--- config.mk ---
export PLATFORM = sky130hd
export DESIGN_NAME = relay_matrix_scan_status
export DESIGN_NICKNAME = d
export VERILOG_FILES = /design/src/common/relay_scan_pkg.sv /design/src/design/relay_chan_check.sv /design/src/design/relay_matrix_scan_status.sv
export SDC_FILE = /design/constraint.sdc
export NUM_CORES = 1
export LEC_CHECK = 0
export BUFFER_PORTS_ARGS = -buffer_cell sky130_fd_sc_hd__buf_2
export CORE_UTILIZATION = 35
export DETAILED_ROUTE_END_ITERATION = 10
export GPL_TIMING_DRIVEN = 0
export PLACE_DENSITY = 0.62
export REMOVE_ABC_BUFFERS = 1
export SLEW_MARGIN = 20
export SYNTH_ARGS = -nofsm -noshare
export SYNTH_HDL_FRONTEND = slang
export SYNTH_SLANG_ARGS = --single-unit
--- constraint.sdc ---
create_clock -name CLK_I -period 4.9 [get_ports CLK_I]
set_input_delay 0.49 -clock CLK_I [delete_from_list [all_inputs] [get_ports CLK_I]]
set_output_delay 0.49 -clock CLK_I [all_outputs]
set_load 0.05 [all_outputs]
--- src/common/relay_scan_pkg.sv ---
// shared constants for the relay matrix scan and status block
package relay_scan_pkg;
  // command opcodes
  localparam int           OP_W           = 5;
  localparam logic [4:0]   OP_SCAN_CLEAR  = 5'h01;
  localparam logic [4:0]   OP_SCAN_ADD    = 5'h02;
  localparam logic [4:0]   OP_SCAN_RANGE  = 5'h03;
  localparam logic [4:0]   OP_SCAN_COMMIT = 5'h04;
  localparam logic [4:0]   OP_INIT        = 5'h05;
  localparam logic [4:0]   OP_TRIG        = 5'h06;
  localparam logic [4:0]   OP_ABORT       = 5'h07;
  localparam logic [4:0]   OP_RESET       = 5'h08;
  localparam logic [4:0]   OP_CPON        = 5'h09;
  localparam logic [4:0]   OP_PRESET      = 5'h0a;
  localparam logic [4:0]   OP_OPER_ENAB_W = 5'h0b;
  localparam logic [4:0]   OP_OPER_ENAB_R = 5'h0c;
  localparam logic [4:0]   OP_OPER_EVT_R  = 5'h0d;
  localparam logic [4:0]   OP_OPER_COND_R = 5'h0e;
  localparam logic [4:0]   OP_STB_R       = 5'h0f;
  localparam logic [4:0]   OP_ESE_W       = 5'h10;
  localparam logic [4:0]   OP_ESE_R       = 5'h11;
  localparam logic [4:0]   OP_CDES        = 5'h12;
  localparam logic [4:0]   OP_CTYPE       = 5'h13;
  localparam logic [4:0]   OP_TRIG_SRC    = 5'h14;
  localparam logic [4:0]   OP_OUTP        = 5'h15;
  // trigger sources, low three bits of the argument
  localparam logic [2:0]   SRC_BUS        = 3'h0;
  localparam logic [2:0]   SRC_EXT        = 3'h1;
  localparam logic [2:0]   SRC_HOLD       = 3'h2;
  localparam logic [2:0]   SRC_IMM        = 3'h3;
  localparam logic [2:0]   SRC_TTL        = 3'h4;
  localparam int           TTL_LSB        = 3;
  // channel code layout: card, row, column
  localparam int           CARD_W         = 7;
  localparam int           ROW_W          = 4;
  localparam int           COL_W          = 6;
  localparam int           CH_W           = CARD_W + ROW_W + COL_W;
  localparam logic [6:0]   CARD_MIN       = 7'h01;
  localparam logic [6:0]   CARD_MAX       = 7'h63;
  localparam logic [6:0]   CARD_ALL       = 7'h00;
  // matrix variants
  localparam int           VAR_16X16      = 0;
  localparam int           VAR_4X64       = 1;
  localparam int           VAR_8X32       = 2;
  localparam logic [15:0]  DESC_16X16     = 16'h1010;
  localparam logic [15:0]  DESC_4X64      = 16'h0440;
  localparam logic [15:0]  DESC_8X32      = 16'h0820;
  localparam logic [3:0]   SERIAL_FIELD   = 4'h0;
  // status bit positions and reset values
  localparam int           OPER_SCAN_BIT  = 8;
  localparam int           STB_OPR_BIT    = 7;
  localparam int           STB_RQS_BIT    = 6;
  localparam int           STB_ESB_BIT    = 5;
  localparam int           STB_MAV_BIT    = 4;
  localparam int           STB_QUE_BIT    = 3;
  localparam logic [15:0]  MASK_RESET     = 16'h0000;

  function automatic logic [3:0] row_max(input int variant);
    case (variant)
      VAR_4X64: row_max = 4'h3;
      VAR_8X32: row_max = 4'h7;
      default:  row_max = 4'hf;
    endcase
  endfunction

  function automatic logic [5:0] col_max(input int variant);
    case (variant)
      VAR_4X64: col_max = 6'h3f;
      VAR_8X32: col_max = 6'h1f;
      default:  col_max = 6'h0f;
    endcase
  endfunction
endpackage

--- src/design/relay_chan_check.sv ---
// channel code range check for one matrix variant
module relay_chan_check
  import relay_scan_pkg::*;
#(
  parameter int VARIANT = VAR_16X16
) (
  input  wire logic [CARD_W-1:0] card_i,
  input  wire logic [ROW_W-1:0]  row_i,
  input  wire logic [COL_W-1:0]  col_i,
  output logic                   ok_o
);
  // card 1..99, row and column within the variant geometry
  assign ok_o = (card_i >= CARD_MIN) && (card_i <= CARD_MAX) &&
                (row_i <= row_max(VARIANT)) && (col_i <= col_max(VARIANT));
endmodule

--- src/design/relay_matrix_scan_status.sv ---
// scan list sequencer and operation status block of a relay matrix switchbox
// Functional notes
// - check card, row and column of entries
// - invalid list raises error, not accepted
// - singles, ranges and mixtures accepted
// - initiate closes first listed channel
// - selected trigger advances to next channel
// - final trigger opens the last channel
// - reset command opens every channel
// - card power-on opens one or all cards
// - scan finish sets event bit 8
// - condition register never shows bit 8
// - event and mask bit 8 set bit 7
// - enable mask reads back as written
// - event read returns 256 or 0, clears
// - abort leaves scan event bit clear
// - preset clears enable mask only
// - status byte summary bits at 7..3
// - standard event mask selects summary bits
// - description query returns matrix geometry
// - type query returns identity, serial zero
// - trigger from one selectable source
// - trigger output pulses on each closure
module relay_matrix_scan_status
  import relay_scan_pkg::*;
#(
  parameter int         VARIANT    = VAR_16X16,
  parameter int         LIST_DEPTH = 8,
  parameter logic [7:0] MODEL_ID   = 8'h5a,  // arbitrary value
  parameter logic [3:0] REV_ID     = 4'h1    // arbitrary value
) (
  input  wire logic              CLK_I,
  input  wire logic              RST_N_I,
  input  wire logic              CMD_VALID_I,
  input  wire logic [OP_W-1:0]   CMD_OP_I,
  input  wire logic [15:0]       CMD_ARG_I,
  input  wire logic [CARD_W-1:0] CMD_CARD_I,
  input  wire logic [ROW_W-1:0]  CMD_ROW_I,
  input  wire logic [COL_W-1:0]  CMD_COL_I,
  input  wire logic              BUS_TRG_I,
  input  wire logic              EXT_TRIG_I,
  input  wire logic [7:0]        TTL_TRIG_I,
  input  wire logic [15:0]       ESR_I,
  input  wire logic              MAV_I,
  input  wire logic              QUE_I,
  input  wire logic              RQS_I,
  output logic                   RESP_VALID_O,
  output logic [15:0]            RESP_DATA_O,
  output logic                   ERROR_O,
  output logic                   CHAN_CLOSED_O,
  output logic [CARD_W-1:0]      CHAN_CARD_O,
  output logic [ROW_W-1:0]       CHAN_ROW_O,
  output logic [COL_W-1:0]       CHAN_COL_O,
  output logic                   OPEN_CARD_O,
  output logic [CARD_W-1:0]      OPEN_CARD_NUM_O,
  output logic                   TRIG_OUT_O,
  output logic                   SCAN_BUSY_O,
  output logic [7:0]             STB_O
);
  localparam int IW = $clog2(LIST_DEPTH);
  localparam int CW = IW + 1;
  localparam logic [CW-1:0] DEPTH_C = CW'(LIST_DEPTH);

  typedef enum logic [1:0] {ST_IDLE = 2'b01, ST_SCAN = 2'b10} seq_state_t;

  seq_state_t          state_q;
  logic [CH_W-1:0]     stg_start_q [LIST_DEPTH];
  logic [CH_W-1:0]     stg_end_q   [LIST_DEPTH];
  logic [CH_W-1:0]     act_start_q [LIST_DEPTH];
  logic [CH_W-1:0]     act_end_q   [LIST_DEPTH];
  logic [CW-1:0]       stg_cnt_q, act_cnt_q;
  logic                stg_bad_q;
  logic [IW-1:0]       idx_q;
  logic [CH_W-1:0]     cur_q;
  logic                closed_q, evt_q, trig_out_q, err_q;
  logic                open_card_q, resp_valid_q;
  logic [CARD_W-1:0]   open_num_q;
  logic [15:0]         mask_q, ese_q, resp_q;
  logic [2:0]          src_q, ttl_q;
  logic                outp_en_q;
  logic [7:0]          stb_q;
  logic                ch_ok, card_ok;
  logic [CH_W-1:0]     cmd_ch;

  // command decode helpers
  function automatic logic is_op(input logic [OP_W-1:0] op);
    is_op = CMD_VALID_I && (CMD_OP_I == op);
  endfunction

  // step one channel: column, then row, then card
  function automatic logic [CH_W-1:0] next_ch(input logic [CH_W-1:0] ch);
    logic [CARD_W-1:0] c;
    logic [ROW_W-1:0]  r;
    logic [COL_W-1:0]  k;
    {c, r, k} = ch;
    if (k != col_max(VARIANT)) begin
      k = k + 6'h01;
    end else begin
      k = '0;
      if (r != row_max(VARIANT)) begin
        r = r + 4'h1;
      end else begin
        r = '0;
        c = c + 7'h01;
      end
    end
    next_ch = {c, r, k};
  endfunction

  assign cmd_ch  = {CMD_CARD_I, CMD_ROW_I, CMD_COL_I};
  assign card_ok = (CMD_ARG_I[CARD_W-1:0] >= CARD_MIN) &&
                   (CMD_ARG_I[CARD_W-1:0] <= CARD_MAX) && (CMD_ARG_I[15:CARD_W] == '0);

  relay_chan_check #(.VARIANT(VARIANT)) i_relay_chan_check (
    .card_i (CMD_CARD_I),
    .row_i  (CMD_ROW_I),
    .col_i  (CMD_COL_I),
    .ok_o   (ch_ok)
  );

  // trigger selection and scan step decisions
  logic sw_trig, fire, at_last, scan_done, init_ok, abort_now, cpon_hit, rst_cmd;
  assign sw_trig   = is_op(OP_TRIG) && ((src_q == SRC_BUS) || (src_q == SRC_HOLD));
  always_comb begin
    case (src_q)
      SRC_BUS:  fire = sw_trig || BUS_TRG_I;
      SRC_EXT:  fire = EXT_TRIG_I;
      SRC_HOLD: fire = sw_trig;
      SRC_IMM:  fire = 1'b1;
      SRC_TTL:  fire = TTL_TRIG_I[ttl_q];
      default:  fire = 1'b0;
    endcase
  end
  assign rst_cmd   = is_op(OP_RESET);
  assign cpon_hit  = is_op(OP_CPON) &&
                     ((CMD_ARG_I[CARD_W-1:0] == CARD_ALL) ||
                      (CMD_ARG_I[CARD_W-1:0] == cur_q[CH_W-1 -: CARD_W]));
  assign abort_now = (state_q == ST_SCAN) && (is_op(OP_ABORT) || rst_cmd || cpon_hit);
  assign at_last   = (CW'(idx_q) == act_cnt_q - 1'b1) && (cur_q == act_end_q[idx_q]);
  assign scan_done = (state_q == ST_SCAN) && !abort_now && fire && at_last;
  assign init_ok   = is_op(OP_INIT) && (state_q == ST_IDLE) && (act_cnt_q != '0);

  // staging list: entries collected, any bad entry poisons the list
  always_ff @(posedge CLK_I or negedge RST_N_I) begin
    if (!RST_N_I) begin
      stg_cnt_q <= '0;
      stg_bad_q <= 1'b0;
      for (int i = 0; i < LIST_DEPTH; i++) begin
        stg_start_q[i] <= '0;
        stg_end_q[i]   <= '0;
      end
    end else if (is_op(OP_SCAN_CLEAR) || is_op(OP_SCAN_COMMIT)) begin
      stg_cnt_q <= '0;
      stg_bad_q <= 1'b0;
    end else if (is_op(OP_SCAN_ADD)) begin
      if (!ch_ok || stg_cnt_q == DEPTH_C) begin
        stg_bad_q <= 1'b1;
      end else begin
        stg_start_q[stg_cnt_q[IW-1:0]] <= cmd_ch;
        stg_end_q[stg_cnt_q[IW-1:0]]   <= cmd_ch;
        stg_cnt_q                      <= stg_cnt_q + 1'b1;
      end
    end else if (is_op(OP_SCAN_RANGE)) begin
      // a range end must follow a start and not lie below it
      if (!ch_ok || stg_cnt_q == '0 ||
          cmd_ch < stg_start_q[IW'(stg_cnt_q - 1'b1)]) begin
        stg_bad_q <= 1'b1;
      end else begin
        stg_end_q[IW'(stg_cnt_q - 1'b1)] <= cmd_ch;
      end
    end
  end

  // active list: replaced only by a clean commit while idle
  always_ff @(posedge CLK_I or negedge RST_N_I) begin
    if (!RST_N_I) begin
      act_cnt_q <= '0;
      for (int i = 0; i < LIST_DEPTH; i++) begin
        act_start_q[i] <= '0;
        act_end_q[i]   <= '0;
      end
    end else if (is_op(OP_SCAN_COMMIT) && !stg_bad_q && stg_cnt_q != '0 &&
                 state_q == ST_IDLE) begin
      act_cnt_q   <= stg_cnt_q;
      act_start_q <= stg_start_q;
      act_end_q   <= stg_end_q;
    end
  end

  // scan sequencer: one closed channel at a time
  always_ff @(posedge CLK_I or negedge RST_N_I) begin
    if (!RST_N_I) begin
      state_q  <= ST_IDLE;
      idx_q    <= '0;
      cur_q    <= '0;
      closed_q <= 1'b0;
    end else begin
      case (state_q)
        ST_IDLE: begin
          if (init_ok) begin
            state_q  <= ST_SCAN;
            idx_q    <= '0;
            cur_q    <= act_start_q[0];
            closed_q <= 1'b1;
          end
        end
        ST_SCAN: begin
          if (abort_now) begin
            state_q  <= ST_IDLE;
            closed_q <= 1'b0;
          end else if (fire && at_last) begin
            state_q  <= ST_IDLE;
            closed_q <= 1'b0;
          end else if (fire && cur_q == act_end_q[idx_q]) begin
            idx_q <= idx_q + 1'b1;
            cur_q <= act_start_q[idx_q + 1'b1];
          end else if (fire) begin
            cur_q <= next_ch(cur_q);
          end
        end
        default: begin
          state_q  <= ST_IDLE;
          closed_q <= 1'b0;
        end
      endcase
    end
  end

  // card open strobe: card 0 means every card
  always_ff @(posedge CLK_I or negedge RST_N_I) begin
    if (!RST_N_I) begin
      open_card_q <= 1'b0;
      open_num_q  <= CARD_ALL;
    end else begin
      open_card_q <= rst_cmd || (is_op(OP_CPON) &&
                     (card_ok || CMD_ARG_I == 16'h0000));
      open_num_q  <= rst_cmd ? CARD_ALL : CMD_ARG_I[CARD_W-1:0];
    end
  end

  // trigger source and output enable; reset command restores immediate
  always_ff @(posedge CLK_I or negedge RST_N_I) begin
    if (!RST_N_I) begin
      src_q     <= SRC_IMM;
      ttl_q     <= '0;
      outp_en_q <= 1'b0;
    end else begin
      if (rst_cmd) begin
        src_q <= SRC_IMM;
      end else if (is_op(OP_TRIG_SRC) && CMD_ARG_I[2:0] <= SRC_TTL) begin
        src_q <= CMD_ARG_I[2:0];
        ttl_q <= CMD_ARG_I[TTL_LSB +: 3];
      end
      if (is_op(OP_OUTP)) begin
        outp_en_q <= CMD_ARG_I[0];
      end
    end
  end

  // pulse on every closure, but not on the final opening step
  always_ff @(posedge CLK_I or negedge RST_N_I) begin
    if (!RST_N_I) begin
      trig_out_q <= 1'b0;
    end else begin
      trig_out_q <= outp_en_q && (init_ok ||
                    (state_q == ST_SCAN && !abort_now && fire && !at_last));
    end
  end

  // scan-complete event; a finishing scan beats a clearing read
  always_ff @(posedge CLK_I or negedge RST_N_I) begin
    if (!RST_N_I) begin
      evt_q <= 1'b0;
    end else if (scan_done) begin
      evt_q <= 1'b1;
    end else if (is_op(OP_OPER_EVT_R)) begin
      evt_q <= 1'b0;
    end
  end

  // enable masks
  always_ff @(posedge CLK_I or negedge RST_N_I) begin
    if (!RST_N_I) begin
      mask_q <= MASK_RESET;
      ese_q  <= MASK_RESET;
    end else begin
      if (is_op(OP_PRESET)) begin
        mask_q <= MASK_RESET;
      end else if (is_op(OP_OPER_ENAB_W)) begin
        mask_q <= CMD_ARG_I;
      end
      if (is_op(OP_ESE_W)) begin
        ese_q <= CMD_ARG_I;
      end
    end
  end

  // status byte summary, refreshed every cycle
  always_ff @(posedge CLK_I or negedge RST_N_I) begin
    if (!RST_N_I) begin
      stb_q <= 8'h00;
    end else begin
      stb_q <= '0;
      stb_q[STB_OPR_BIT] <= evt_q && mask_q[OPER_SCAN_BIT];
      stb_q[STB_RQS_BIT] <= RQS_I;
      stb_q[STB_ESB_BIT] <= |(ESR_I & ese_q);
      stb_q[STB_MAV_BIT] <= MAV_I;
      stb_q[STB_QUE_BIT] <= QUE_I;
    end
  end

  // query answers, one cycle after the command
  always_ff @(posedge CLK_I or negedge RST_N_I) begin
    if (!RST_N_I) begin
      resp_valid_q <= 1'b0;
      resp_q       <= 16'h0000;
    end else begin
      resp_valid_q <= 1'b0;
      if (CMD_VALID_I) begin
        resp_valid_q <= 1'b1;
        case (CMD_OP_I)
          OP_OPER_ENAB_R: resp_q <= mask_q;
          OP_OPER_EVT_R:  resp_q <= 16'(evt_q) << OPER_SCAN_BIT;
          OP_OPER_COND_R: resp_q <= 16'h0000;
          OP_STB_R:       resp_q <= {8'h00, stb_q};
          OP_ESE_R:       resp_q <= ese_q;
          OP_CDES: begin
            resp_valid_q <= card_ok;
            resp_q <= (VARIANT == VAR_4X64) ? DESC_4X64 :
                      (VARIANT == VAR_8X32) ? DESC_8X32 : DESC_16X16;
          end
          OP_CTYPE: begin
            resp_valid_q <= card_ok;
            resp_q       <= {MODEL_ID, SERIAL_FIELD, REV_ID};
          end
          default:        resp_valid_q <= 1'b0;
        endcase
      end
    end
  end

  // error strobe for refused commands
  always_ff @(posedge CLK_I or negedge RST_N_I) begin
    if (!RST_N_I) begin
      err_q <= 1'b0;
    end else begin
      err_q <= (is_op(OP_SCAN_COMMIT) &&
                (stg_bad_q || stg_cnt_q == '0 || state_q != ST_IDLE)) ||
               (is_op(OP_INIT) && !init_ok) ||
               (is_op(OP_TRIG) && (state_q != ST_SCAN || !sw_trig)) ||
               ((is_op(OP_CDES) || is_op(OP_CTYPE)) && !card_ok) ||
               (is_op(OP_CPON) && !card_ok && CMD_ARG_I != 16'h0000);
    end
  end

  assign RESP_VALID_O    = resp_valid_q;
  assign RESP_DATA_O     = resp_q;
  assign ERROR_O         = err_q;
  assign CHAN_CLOSED_O   = closed_q;
  assign {CHAN_CARD_O, CHAN_ROW_O, CHAN_COL_O} = cur_q;
  assign OPEN_CARD_O     = open_card_q;
  assign OPEN_CARD_NUM_O = open_num_q;
  assign TRIG_OUT_O      = trig_out_q;
  assign SCAN_BUSY_O     = state_q[1];  // one-hot scan bit, straight from the state flop
  assign STB_O           = stb_q;
endmodule

### Word level (Yosys, flattened, before mapping)

Cells that the tools add are included.

| operators by class | value |
|---|---|
| $add $sub $neg | 7 |
| $mul | 0 |
| div/mod/pow operators | 0 |
| magnitude comparators | 15 |
| equal/unequal tests | 47 |
| shift operators | 0 |
| muxes and demuxes | 65 |
| bitwise operators | 8 |
| reductions and logical operators | 107 |

Operators with widths:

| cell | number |
|---|---|
| $mux 136 | 4 |
| $bwmux 136 | 3 |
| $mux 17 | 13 |
| $bmux 17 s3 | 3 |
| $pmux 16 s7 | 1 |
| $demux 17 s3 | 2 |
| $logic_and 1x1->1 | 49 |
| $eq 5x4->1 const B | 8 |
| $pmux 17 s2 | 1 |
| $mux 16 | 2 |
| $eq 5x5->1 const B | 6 |
| $mux 7 | 3 |
| $eq 5x3->1 const B | 4 |
| $logic_or 1x1->1 | 20 |
| $mux 4 | 5 |
| $mux 3 | 6 |
| $eq 17x17->1 | 1 |
| $lt 17x17->1 | 1 |
| $and 16x16->16 | 1 |
| $ge 4x4->1 const B | 4 |
| $logic_not 16->1 | 1 |
| $ne 2x2->1 const B | 8 |
| $not 3->4 | 4 |
| $reduce_bool 16->1 | 1 |
| 55 further kinds | 98 |

| word-level totals | value |
|---|---|
| flip-flop bits (word level) | 648 |
| latch bits | 0 |
| RAM bits | 0 |
| ROM bits | 0 |
| input port bits | 70 |
| word-level logic and storage cells | 303 |
| memories | 0 |

### Logic depth before layout (Yosys ltp)

Gate-level depths: netlist of run 1.

| depth | value |
|---|---|
| word-level depth | 11 |
| depth in mapped cells | 21 |
| mapped depth without buffers | 17 |

### Cells and area by module

From an unflattened synthesis of run 1, not the netlist that was laid out.

| second synthesis, totals | value |
|---|---|
| cells, all modules | 2057 |
| area total of the unflattened synthesis | 29085.4 µm² |

Modules (own cells, without submodules):

| module | times used | cells each | area an instance (µm²) | seq. area each (µm²) |
|---|---|---|---|---|
| relay_matrix_scan_status | 1 | 2053 | 29054.1 | 16194.3 |
| relay_chan_check | 1 | 4 | 31.3 | 0.0 |

### Least setup slack after synthesis of run 1

No wires, ideal clock.

| path | value |
|---|---|
| path type | flip-flop to flip-flop |
| from | register stg_cnt_q[1] |
| to | register stg_end_q[10] (netlist bit) |
| setup time | 0.125 ns |
| data arrival time | 4.818 ns |
| slack | -0.043 ns |
| stages on the path, launching flop included | 22 |
| clock period less this slack | 4.943 ns |
| cell sequence | dfrtp_1 clkbuf_1 inv_1 ha_1 clkbuf_1 nand2b_1 nor2_1 clkbuf_1 a22o_1 a221oi_1 and3_1 ha_1 a21o_1 a21o_1 a21oi_1 o211ai_1 a21oi_1 o41ai_1 a2111oi_4 nor4_2 clkbuf_1 mux2_2 |

| between the ends | value |
|---|---|
| word-level cells in the longest chain between the ends | 10 |

Ends and longest elaborated chain:

| item | line | source |
|---|---|---|
| start: declaration | relay_matrix_scan_status.sv:71 | `logic [CW-1:0] stg_cnt_q, act_cnt_q;` |
| start signal: assignment | relay_matrix_scan_status.sv:161 | `stg_cnt_q <= stg_cnt_q + 1'b1;` |
| parallel branches: the longest is 10 deep, another holds $lt 17x17->1 | n/a |  |
| end signal: indexed assignment | relay_matrix_scan_status.sv:160 | `stg_end_q[stg_cnt_q[IW-1:0]] <= cmd_ch;` |
| end signal: indexed assignment | relay_matrix_scan_status.sv:169 | `stg_end_q[IW'(stg_cnt_q - 1'b1)] <= cmd_ch;` |
| end: declaration | relay_matrix_scan_status.sv:68 | `logic [CH_W-1:0] stg_end_q [LIST_DEPTH];` |

Several ways; the timed one is not identified. The select of a mux whose other input is x is not followed.
A chain may end at the register's enable or synchronous reset.

### Worst setup path in the final report of run 1

| path | value |
|---|---|
| from | register stg_cnt_q[0] |
| to | register stg_end_q[60] (netlist bit) |

Same word-level chain as after synthesis.

==> metrics.csv, run 1 <==
metric;value;unit
drt_iter0_drc;1308;
cts-root-buf;clkbuf_16;
io_pins;124;
ff2ff_setup_slack;160;ps
end_kind;register;
globalplace.congestion;0.834;
required;5380;ps
avgViaCountPerCell;5.40;
crit_chain;inv_4 > ha_4 > xor2_4 > buf_4 > nor3_4 > buf_4 > buf_4 > a22oi_1 > and3_1 > ha_1 > nand2_1 > o41ai_4 > a2111oi_4 > buf_6 > nor4_4 > buf_4 > buf_8 > mux2_2;
crit_path_end;stg_end_q[60];
yosys_warnings;0;
path_buf_inv;7;
tightest_slew;1010;ps
synthArstFlopShare;1.00;
cts.sinks;647;
cts-buffers-inserted;69;
fin_skew;20.3;ps
rows;104;
reg2reg_to;stg_end_q[60];
p_leak;0.0163;uW
fin_util;0.422;
critPathMaxStageDelay;550;ps
slew_headroom;0.327;
report.final.slew_viol_count;0;
layout_common_cells;dfrtp_1 (638), mux2_2 (569), buf_2 (156);
worst_hold_slack;153;ps
hp-start;ESR_I[15];
hold_path.class;input port to register;
crit_type;register to register;
synthFlopType;dfrtp_1;
die_w;289;um
dp_slack;-2440;ps
grt_usage;0.185;
fin_crit_sh;0.966;
setup.worst_path.start_class;register;
status;completed;
finalNonFillerCells;3389;
setup_violations;0;
wirelength;75900;um
yosysTopAreaCell;dfrtp_1;
fmax;0.211;GHz
antenna_found_initial;0;
r2r_cells;18;
hold_violations;0;
dp.cells;3216;
drtAntennaViolNets;0;
synth_edf_count;0;
critPathMostFrequentCell;buf_4;
antennaDiodeCount;0;
vias;18300;
grt_overflow;0;
period_needed;4740;ps
clk_latency;600;ps
firstDrtPassIters;7;
drv_cap;0;
final_common_cell;dfrtp_1;
start_util;0.356;
drc_errors;0;
cts_tree;done;
r2r-start;stg_cnt_q[0];
htreeDepth;3;
grt_pass1_vias;19700;
area_growth;18.7;%
layout.nets;2368;
crit_cells;18;
fp.dieH;289;um
critical_path_arrival;5220;ps
path_max_fanout;8;
power_per_cell_area;360;nW/um2
setup_slack;165;ps
synth_area;28800;um2
rsz0062_at_grt;no;
port-buffer-count;120;
die_area;83500;um2
cpLargestDelayFamily;buffers and inverters;
synth_seq_cells;647;
slowest_stage;o41ai_4;
place_hpwl;50700;um
grt_max_degree;102;
yosysUniqueCellTypes;67;
grt_pass1_wl;119000;um
wl_per_cell;22.4;um
netlist_instances;2074;
peakVddDrop;0.000211;V
syn_avg_cell_area;13.9;um2
yosysTopAreaCellShare;0.559;
path_clk_slew;60;ps
synth_area_leaders;dfrtp_1 (56%), mux2_2 (22%), mux4_2 (4.2%);
core_area;81100;um2
ys_seq_area_frac;0.562;
clock_path_buffers;3;
cp-startpoint;stg_cnt_q[0];
final_layout_size_suffix_gt1_frac;0.449;
## area by class of cell
class | count | area [um2]
clock inverter | 17 | 193
timing repair buffer | 258 | 1960
inverter | 16 | 62.6
clock buffer | 109 | 2170
sequential | 647 | 16200
tap | 1060 | 1330
fill | 7281 | 46800
multi-input combinational | 1282 | 12300
## cell families (layout without fill, tap and decap cells)
family | count (synthesis) | count (layout) | share of synthesized area
xor gates and xnor gates | 40 | 40 | 0.0122
DFF | 647 | 647 | 0.562
AOI/OAI and AO/OA | 255 | 255 | 0.0612
adders and majority gates | 24 | 24 | 0.0104
buffers and inverters | 147 | 400 | 0.0215
and+or+nand+nor | 293 | 293 | 0.0529
muxes | 667 | 667 | 0.280
other | 1 | 3 | 0.000130
## how the worst min path moves through the flow
stage | end | slack, ps | depth (start not counted)
after floorplan | ERROR_O | 190 | 0
after global placement | RESP_DATA_O[3] | 460 | 2
after detailed placement | cur_q[15] | 470 | 1
after CTS | STB_O[5] | 120 | 3
after global routing | STB_O[5] | 140 | 3
final | STB_O[5] | 150 | 3
## synthesized netlist by cell type, types with 2 or more instances
library cell and number:
a21o_1 12, nor3b_1 2, o2111ai_1 2, a221oi_1 24
nor4_1 6, buf_4 6, mux2i_1 40, o22ai_1 10
o31ai_1 3, a211oi_1 3, xnor2_1 27, mux4_2 54
buf_1 9, a21oi_1 31, a22o_1 26, a22oi_1 38
o211ai_1 7, nor2_1 37, a31oi_1 8, ha_1 24
nand2_1 103, a222oi_1 4, dfrtp_1 644, nand3_1 19
xor2_1 13, inv_1 15, dfstp_2 3, buf_6 3
nor4_2 8, mux2_2 569, buf_2 5, o221ai_1 2
and3_1 23, nand4_1 11, nor2b_1 33, nor3_1 13
nand2b_1 11, mux2_1 4, clkbuf_1 107, and2_1 18
o21ai_0 68, o21a_1 4
## timing repair
item / in CTS / in global routing
gates resized for setup: 21 / 4
setup buffers: 31 / 11
gates cloned: 0 / 1
pin swaps: 10 / 8
hold buffers: 4 / 0
hold endpoints to repair: 60 / 0
setup endpoints to repair: 157 / 112
## routing by layer
| layer | GRT usage | vias up | wire length (um) |
|---|---|---|---|
| met5 | 0 | - | 0 |
| met4 | 0.0453 | 0 | 1580 |
| met3 | 0.0369 | 123 | 4820 |
| met2 | 0.306 | 596 | 36000 |
| met1 | 0.248 | 9563 | 33400 |
| li1 | - | 8004 | - |
## where the power goes
part | internal (uW) | switching [uW] | total [uW]
sequential | 5500 | 147 | 5640
combinational | 461 | 878 | 1340
clock | 3210 | 2140 | 5350
## worst reg2reg max path, cell delays in order, from the launching register on
cell and delay, ps:
dfrtp_2 440, inv_4 110, ha_4 210, xor2_4 110
buf_4 180, nor3_4 250, buf_4 180, buf_4 200
a22oi_1 110, and3_1 230, ha_1 290, nand2_1 100
o41ai_4 550, a2111oi_4 190, buf_6 190, nor4_4 470
buf_4 310, buf_8 170, mux2_2 340
## state kept, by name, indices dropped and copies added, names as in the netlist, 2 cells and up
| signal | count |
|---|---|
| OPEN_CARD_NUM_O | 7 |
| RESP_DATA_O | 16 |
| STB_O | 5 |
| act_cnt_q | 4 |
| act_end_q | 136 |
| act_start_q | 136 |
| cur_q | 17 |
| ese_q | 16 |
| idx_q | 3 |
| mask_q | 16 |
| src_q | 3 |
| state_q | 2 |
| stg_cnt_q | 4 |
| stg_end_q | 136 |
| stg_start_q | 136 |
| ttl_q | 3 |
## metrics by stage
stage                     power, uW  cell area (um2)  setup TNS [ps]
after floorplan                6330            28300        -7104760
after global placement         6830            30200               -
after detailed placement       6920            31300         -291380
after CTS                     12400            34100               0
after global routing          12800            34200               0
final                         12300            34200               0
Note: power is estimated with default switching activity, not from simulation.
==> run 2, diff against run 1 <==
- ABC_AREA: unset -> 0
- CTS_BUF_LIST: unset -> sky130_fd_sc_hd__clkbuf_2 sky130_fd_sc_hd__clkbuf_4 sky130_fd_sc_hd__clkbuf_8
==> run 2 against run 1 <==
  * Clock power down 5.2%
  * Cell count increased by 2.0%
  * Clock-buffer cell count is 67 higher
  * Largest cell class unchanged
==> metrics.csv, run 2 (synthesis gave the netlist of run 1 again) <==
metric;value;unit
status;completed;
core_area;81100;um2
drc_errors;0;
power_per_cell_area;352;nW/um2
area_growth;18.7;%
drt_iter0_drc;1277;
end_kind;register;
layout.nets;2406;
period_needed;4760;ps
critical_path_arrival;5330;ps
layout_common_cells;dfrtp_1 (638), mux2_2 (569), buf_2 (156);
nFillCells;7330;
fp.dieH;289;um
clock_path_buffers;3;
globalplace.congestion;0.834;
setup_violations;0;
totalPowerFinal;12100;uW
setup.worst_path.start_class;register;
p_leak;0.0164;uW
report.final.slew_viol_count;0;
firstDrtPassIters;7;
r2r-start;stg_cnt_q[1];
vias;18500;
path_clk_slew;60;ps
fin_util;0.422;
reg2reg_to;stg_end_q[2];
place_hpwl;50700;um
antenna_found_initial;0;
ff2ff_setup_slack;140;ps
fin_skew;36.5;ps
grt_overflow;0;
hp-start;ESR_I[10];
dp.cells;3216;
cts-root-buf;clkbuf_8;
seq_area;16200;um2
cts.sinks;647;
die_w;289;um
final_layout_size_suffix_gt1_frac;0.469;
clk_latency;710;ps
cts-buffers-inserted;106;
io_pins;124;
wirelength;76000;um
holdPathEnd;STB_O[5];
wl_per_cell;22.0;um
avgViaCountPerCell;5.35;
grt_pass1_vias;19900;
grt_pass1_wl;118000;um
fin_crit_sh;0.972;
tns;0;ps
slew_headroom;0.329;
holdPathStages;3;
finalNonFillerCells;3456;
hold_path.class;input port to register;
cts_tree;done;
required;5470;ps
start_util;0.356;
r2r_cells;22;
htreeDepth;3;
grt_max_degree;102;
crit_type;register to register;
path_max_fanout;8;
hold_violations;0;
tightest_slew;1000;ps
final_common_cell;dfrtp_1;
drv_cap;0;
multi_input_area;12300;um2
die_area;83500;um2
fmax;0.210;GHz
port-buffer-count;120;
peakVddDrop;0.000197;V
drtAntennaViolNets;0;
grt_usage;0.185;
rows;104;
run 2: cell types whose count changed in the layout (fill, tap and decap cells not counted), sizes merged:
cell | previous run | this run
dlygate4sd3 | 4 | 5
diode | 0 | 1
clkinv | 7 | 10
clkbuf | 110 | 177
bufinv | 3 | 1
clkinvlp | 4 | 1
run 2: report_power, final:
part	switching, uW	internal, uW
clock	2160	2910
sequential	145	5500
combinational	880	459
run 2: how the worst max path moves through the flow:
stage / start / to / slack, ps / cells past startpoint
2_1_floorplan: stg_cnt_q[0] / act_cnt_q[2] / -25400 / 6
3_5_place_dp: stg_cnt_q[0] / stg_end_q[20] / -2440 / 16
4_1_cts: stg_cnt_q[0] / stg_end_q[57] / 20 / 21
3_3_place_gp: stg_cnt_q[0] / act_start_q[58] / -40100 / 6
6_report: stg_cnt_q[1] / stg_end_q[2] / 140 / 22
5_1_grt: stg_cnt_q[1] / stg_end_q[6] / -0.7 / 22
run 2: final cells by class:
cell class	instances	area share
inverter	16	0.00183
clock inverter	15	0.00355
sequential	647	0.473
antenna	1	0.0000731
multi-input combinational	1282	0.360
clock buffer	176	0.0651
timing repair buffer	259	0.0576
tap	1060	0.0387
run 2: per-stage QoR:
step / setup slack (ps) / hold slack, ps / cell area, um2
global placement: -40100 / 458 / 30200
floorplan: -25400 / 194 / 28300
finish: 138 / 59.0 / 34200
global route: -0.687 / 23.8 / 34200
CTS: 17.9 / 1.05 / 34100
detailed placement: -2440 / 469 / 31300
run 2: per-layer routing:
metal | track usage | vias to the layer above | share of wire
li1 | - | 8102 | -
met1 | 0.245 | 9709 | 0.44
met2 | 0.301 | 558 | 0.47
met3 | 0.0435 | 116 | 0.062
met4 | 0.0526 | 0 | 0.021
met5 | 0 | - | 0
run 2: critical path, cell delays in order, from the launching register on:
cell,delay [ps]
dfrtp_2,410
inv_1,160
ha_4,240
xor2_4,100
buf_4,170
nor3_4,330
buf_6,220
a22oi_1,90
and3_1,200
ha_1,290
a21o_1,160
a21o_1,170
a21oi_1,160
o211ai_1,140
a21oi_2,210
o41ai_4,150
a2111oi_4,300
buf_4,190
buf_6,160
nor4_4,50
buf_4,220
buf_4,200
mux2_2,280
run 2: timing repair:
action	in CTS	in global routing
hold buffers	5	0
endpoints found under the setup margin	157	112
hold endpoints to repair	61	0
setup buffers	31	11
pin swaps	10	11
resized for setup	21	4
cloned	0	1
==> run 3, diff against run 2 <==
- PLACE_DENSITY: 0.62 -> 0.6
- clock period: 4.9 -> 5.2 ns (I/O delays scaled with it)
==> run 3 against run 2 <==
  * Critical path depth is 2 lower
  * Wire length shrank 0.13%
  * Flip-flop and latch count is the same
  * Critical endpoint is now stg_end_q[74]
  * Setup slack better by 69 ps
  * Clock-buffer cell count decreased by 1
  * Utilization shrank 0.29 points
  * Cell area down 0.68%
  * Via count is 1.6% lower
  * Cell count shrank 0.84%
  * Largest cell class unchanged
  * Fmax shrank 4.6%
  * Register-to-register slack improved by 70 ps
==> metrics.csv, run 3 (synthesis gave the netlist of run 1 again) <==
metric;value;unit
fin_util;0.419;
globalplace.congestion;0.799;
tightest_slew;1010;ps
firstDrtPassIters;6;
fin_crit_sh;0.960;
vias;18200;
r2r-start;stg_cnt_q[0];
peakVddDrop;0.000168;V
drt_iter0_drc;1352;
cts.sinks;647;
p_leak;0.0162;uW
power_per_cell_area;330;nW/um2
wl_per_cell;22.2;um
r2r_cells;20;
grt_pass1_vias;19100;
holdPathEnd;STB_O[5];
finalNonFillerCells;3427;
tns;0;ps
drc_errors;0;
holdPathStages;3;
end_kind;register;
area_growth;17.9;%
period_needed;4990;ps
rows;104;
path_max_fanout;8;
cts-buffers-inserted;105;
crit_type;register to register;
rsz0062_at_grt;no;
die_area;83500;um2
ff2ff_setup_slack;210;ps
clock_path_buffers;3;
place_hpwl;49900;um
wirelength;75900;um
dp_slack;-1280;ps
cts-root-buf;clkbuf_8;
status;completed;
drv_cap;0;
hold_path.class;input port to register;
fp.dieH;289;um
core_area;81100;um2
critical_path_arrival;5580;ps
slew_headroom;0.323;
drtAntennaViolNets;0;
avgViaCountPerCell;5.31;
required;5780;ps
fmax;0.200;GHz
grt_usage;0.185;
dp.cells;3217;
worst_hold_slack;86.2;ps
nFillCells;7391;
start_util;0.356;
io_pins;124;
setup.worst_path.start_class;register;
hold_violations;0;
port-buffer-count;120;
final_layout_size_suffix_gt1_frac;0.462;
reg2reg_to;stg_end_q[74];
grt_pass1_wl;117000;um
setup_slack;207;ps
layout_common_cells;dfrtp_1 (638), mux2_2 (569), buf_2 (154);
report.final.slew_viol_count;0;
clk_latency;720;ps
grt_max_degree;107;
die_w;289;um
htreeDepth;3;
antenna_found_initial;0;
cts_tree;done;
hp-start;ESR_I[11];
grt_overflow;0;
fin_skew;51.2;ps
setup_violations;0;
path_clk_slew;60;ps
layout.nets;2383;
final_common_cell;dfrtp_1;
[run 3: cell type report]
class,count,area [um2],area share
Sequential cell,647,16200,0.477
Multi-Input combinational cell,1282,12300,0.362
Clock buffer,175,2150,0.0631
Timing Repair Buffer,237,1830,0.0538
Tap cell,1060,1330,0.0390
Clock inverter,8,114,0.00335
Inverter,16,61.3,0.00180
Antenna cell,2,5.00,0.000147
[run 3: repair_timing]
item | in CTS | in global routing
setup endpoints to repair | 153 | 99
pin swaps | 8 | 0
gates resized for setup | 13 | 4
setup buffers | 18 | 3
hold buffers | 4 | 0
hold endpoints to repair | 31 | 0
[run 3: worst max-delay path by stage]
stage	to	depth (start not counted)	slack [ps]	start
after floorplan	act_cnt_q[2]	6	-25100	stg_cnt_q[0]
after global placement	act_start_q[85]	6	-40430	stg_cnt_q[0]
after detailed placement	stg_end_q[69]	16	-1280	stg_cnt_q[0]
after CTS	stg_end_q[74]	21	40	stg_cnt_q[1]
after global routing	stg_end_q[71]	21	5	stg_cnt_q[0]
final	stg_end_q[74]	20	210	stg_cnt_q[0]
[run 3: per-stage QoR]
step | total power (uW) | area [um2]
2_1_floorplan | 5960 | 28300
3_3_place_gp | 6450 | 30200
3_5_place_dp | 6540 | 31400
4_1_cts | 11300 | 34000
5_1_grt | 11700 | 34000
6_report | 11200 | 34000
[run 3: critical path: stages (launching register included)]
cell and delay, ps:
dfrtp_2 390, clkinv_2 150, ha_4 240, xnor2_4 200, nor3_4 480, buf_4 290
a22oi_1 80, and3_1 210, ha_1 300, a21o_1 170, a21o_1 170, a21oi_1 200
o211ai_1 130, a21oi_1 250, o41ai_4 190, a2111oi_4 450, buf_6 220, nor4_4 90
buf_6 200, buf_4 200, mux2_2 280
[run 3: routing by layer]
| layer | global-route usage | wire (um) |
|---|---|---|
| met3 | 0.0348 | 4100 |
| met2 | 0.294 | 35400 |
| met1 | 0.257 | 34700 |
| met4 | 0.0513 | 1720 |
| met5 | 0 | 0 |
[run 3: where the power goes]
group          total, uW  internal, uW  switching, uW
sequential          5330          5180            151
combinational       1190           396            793
clock               4690          2680           2010
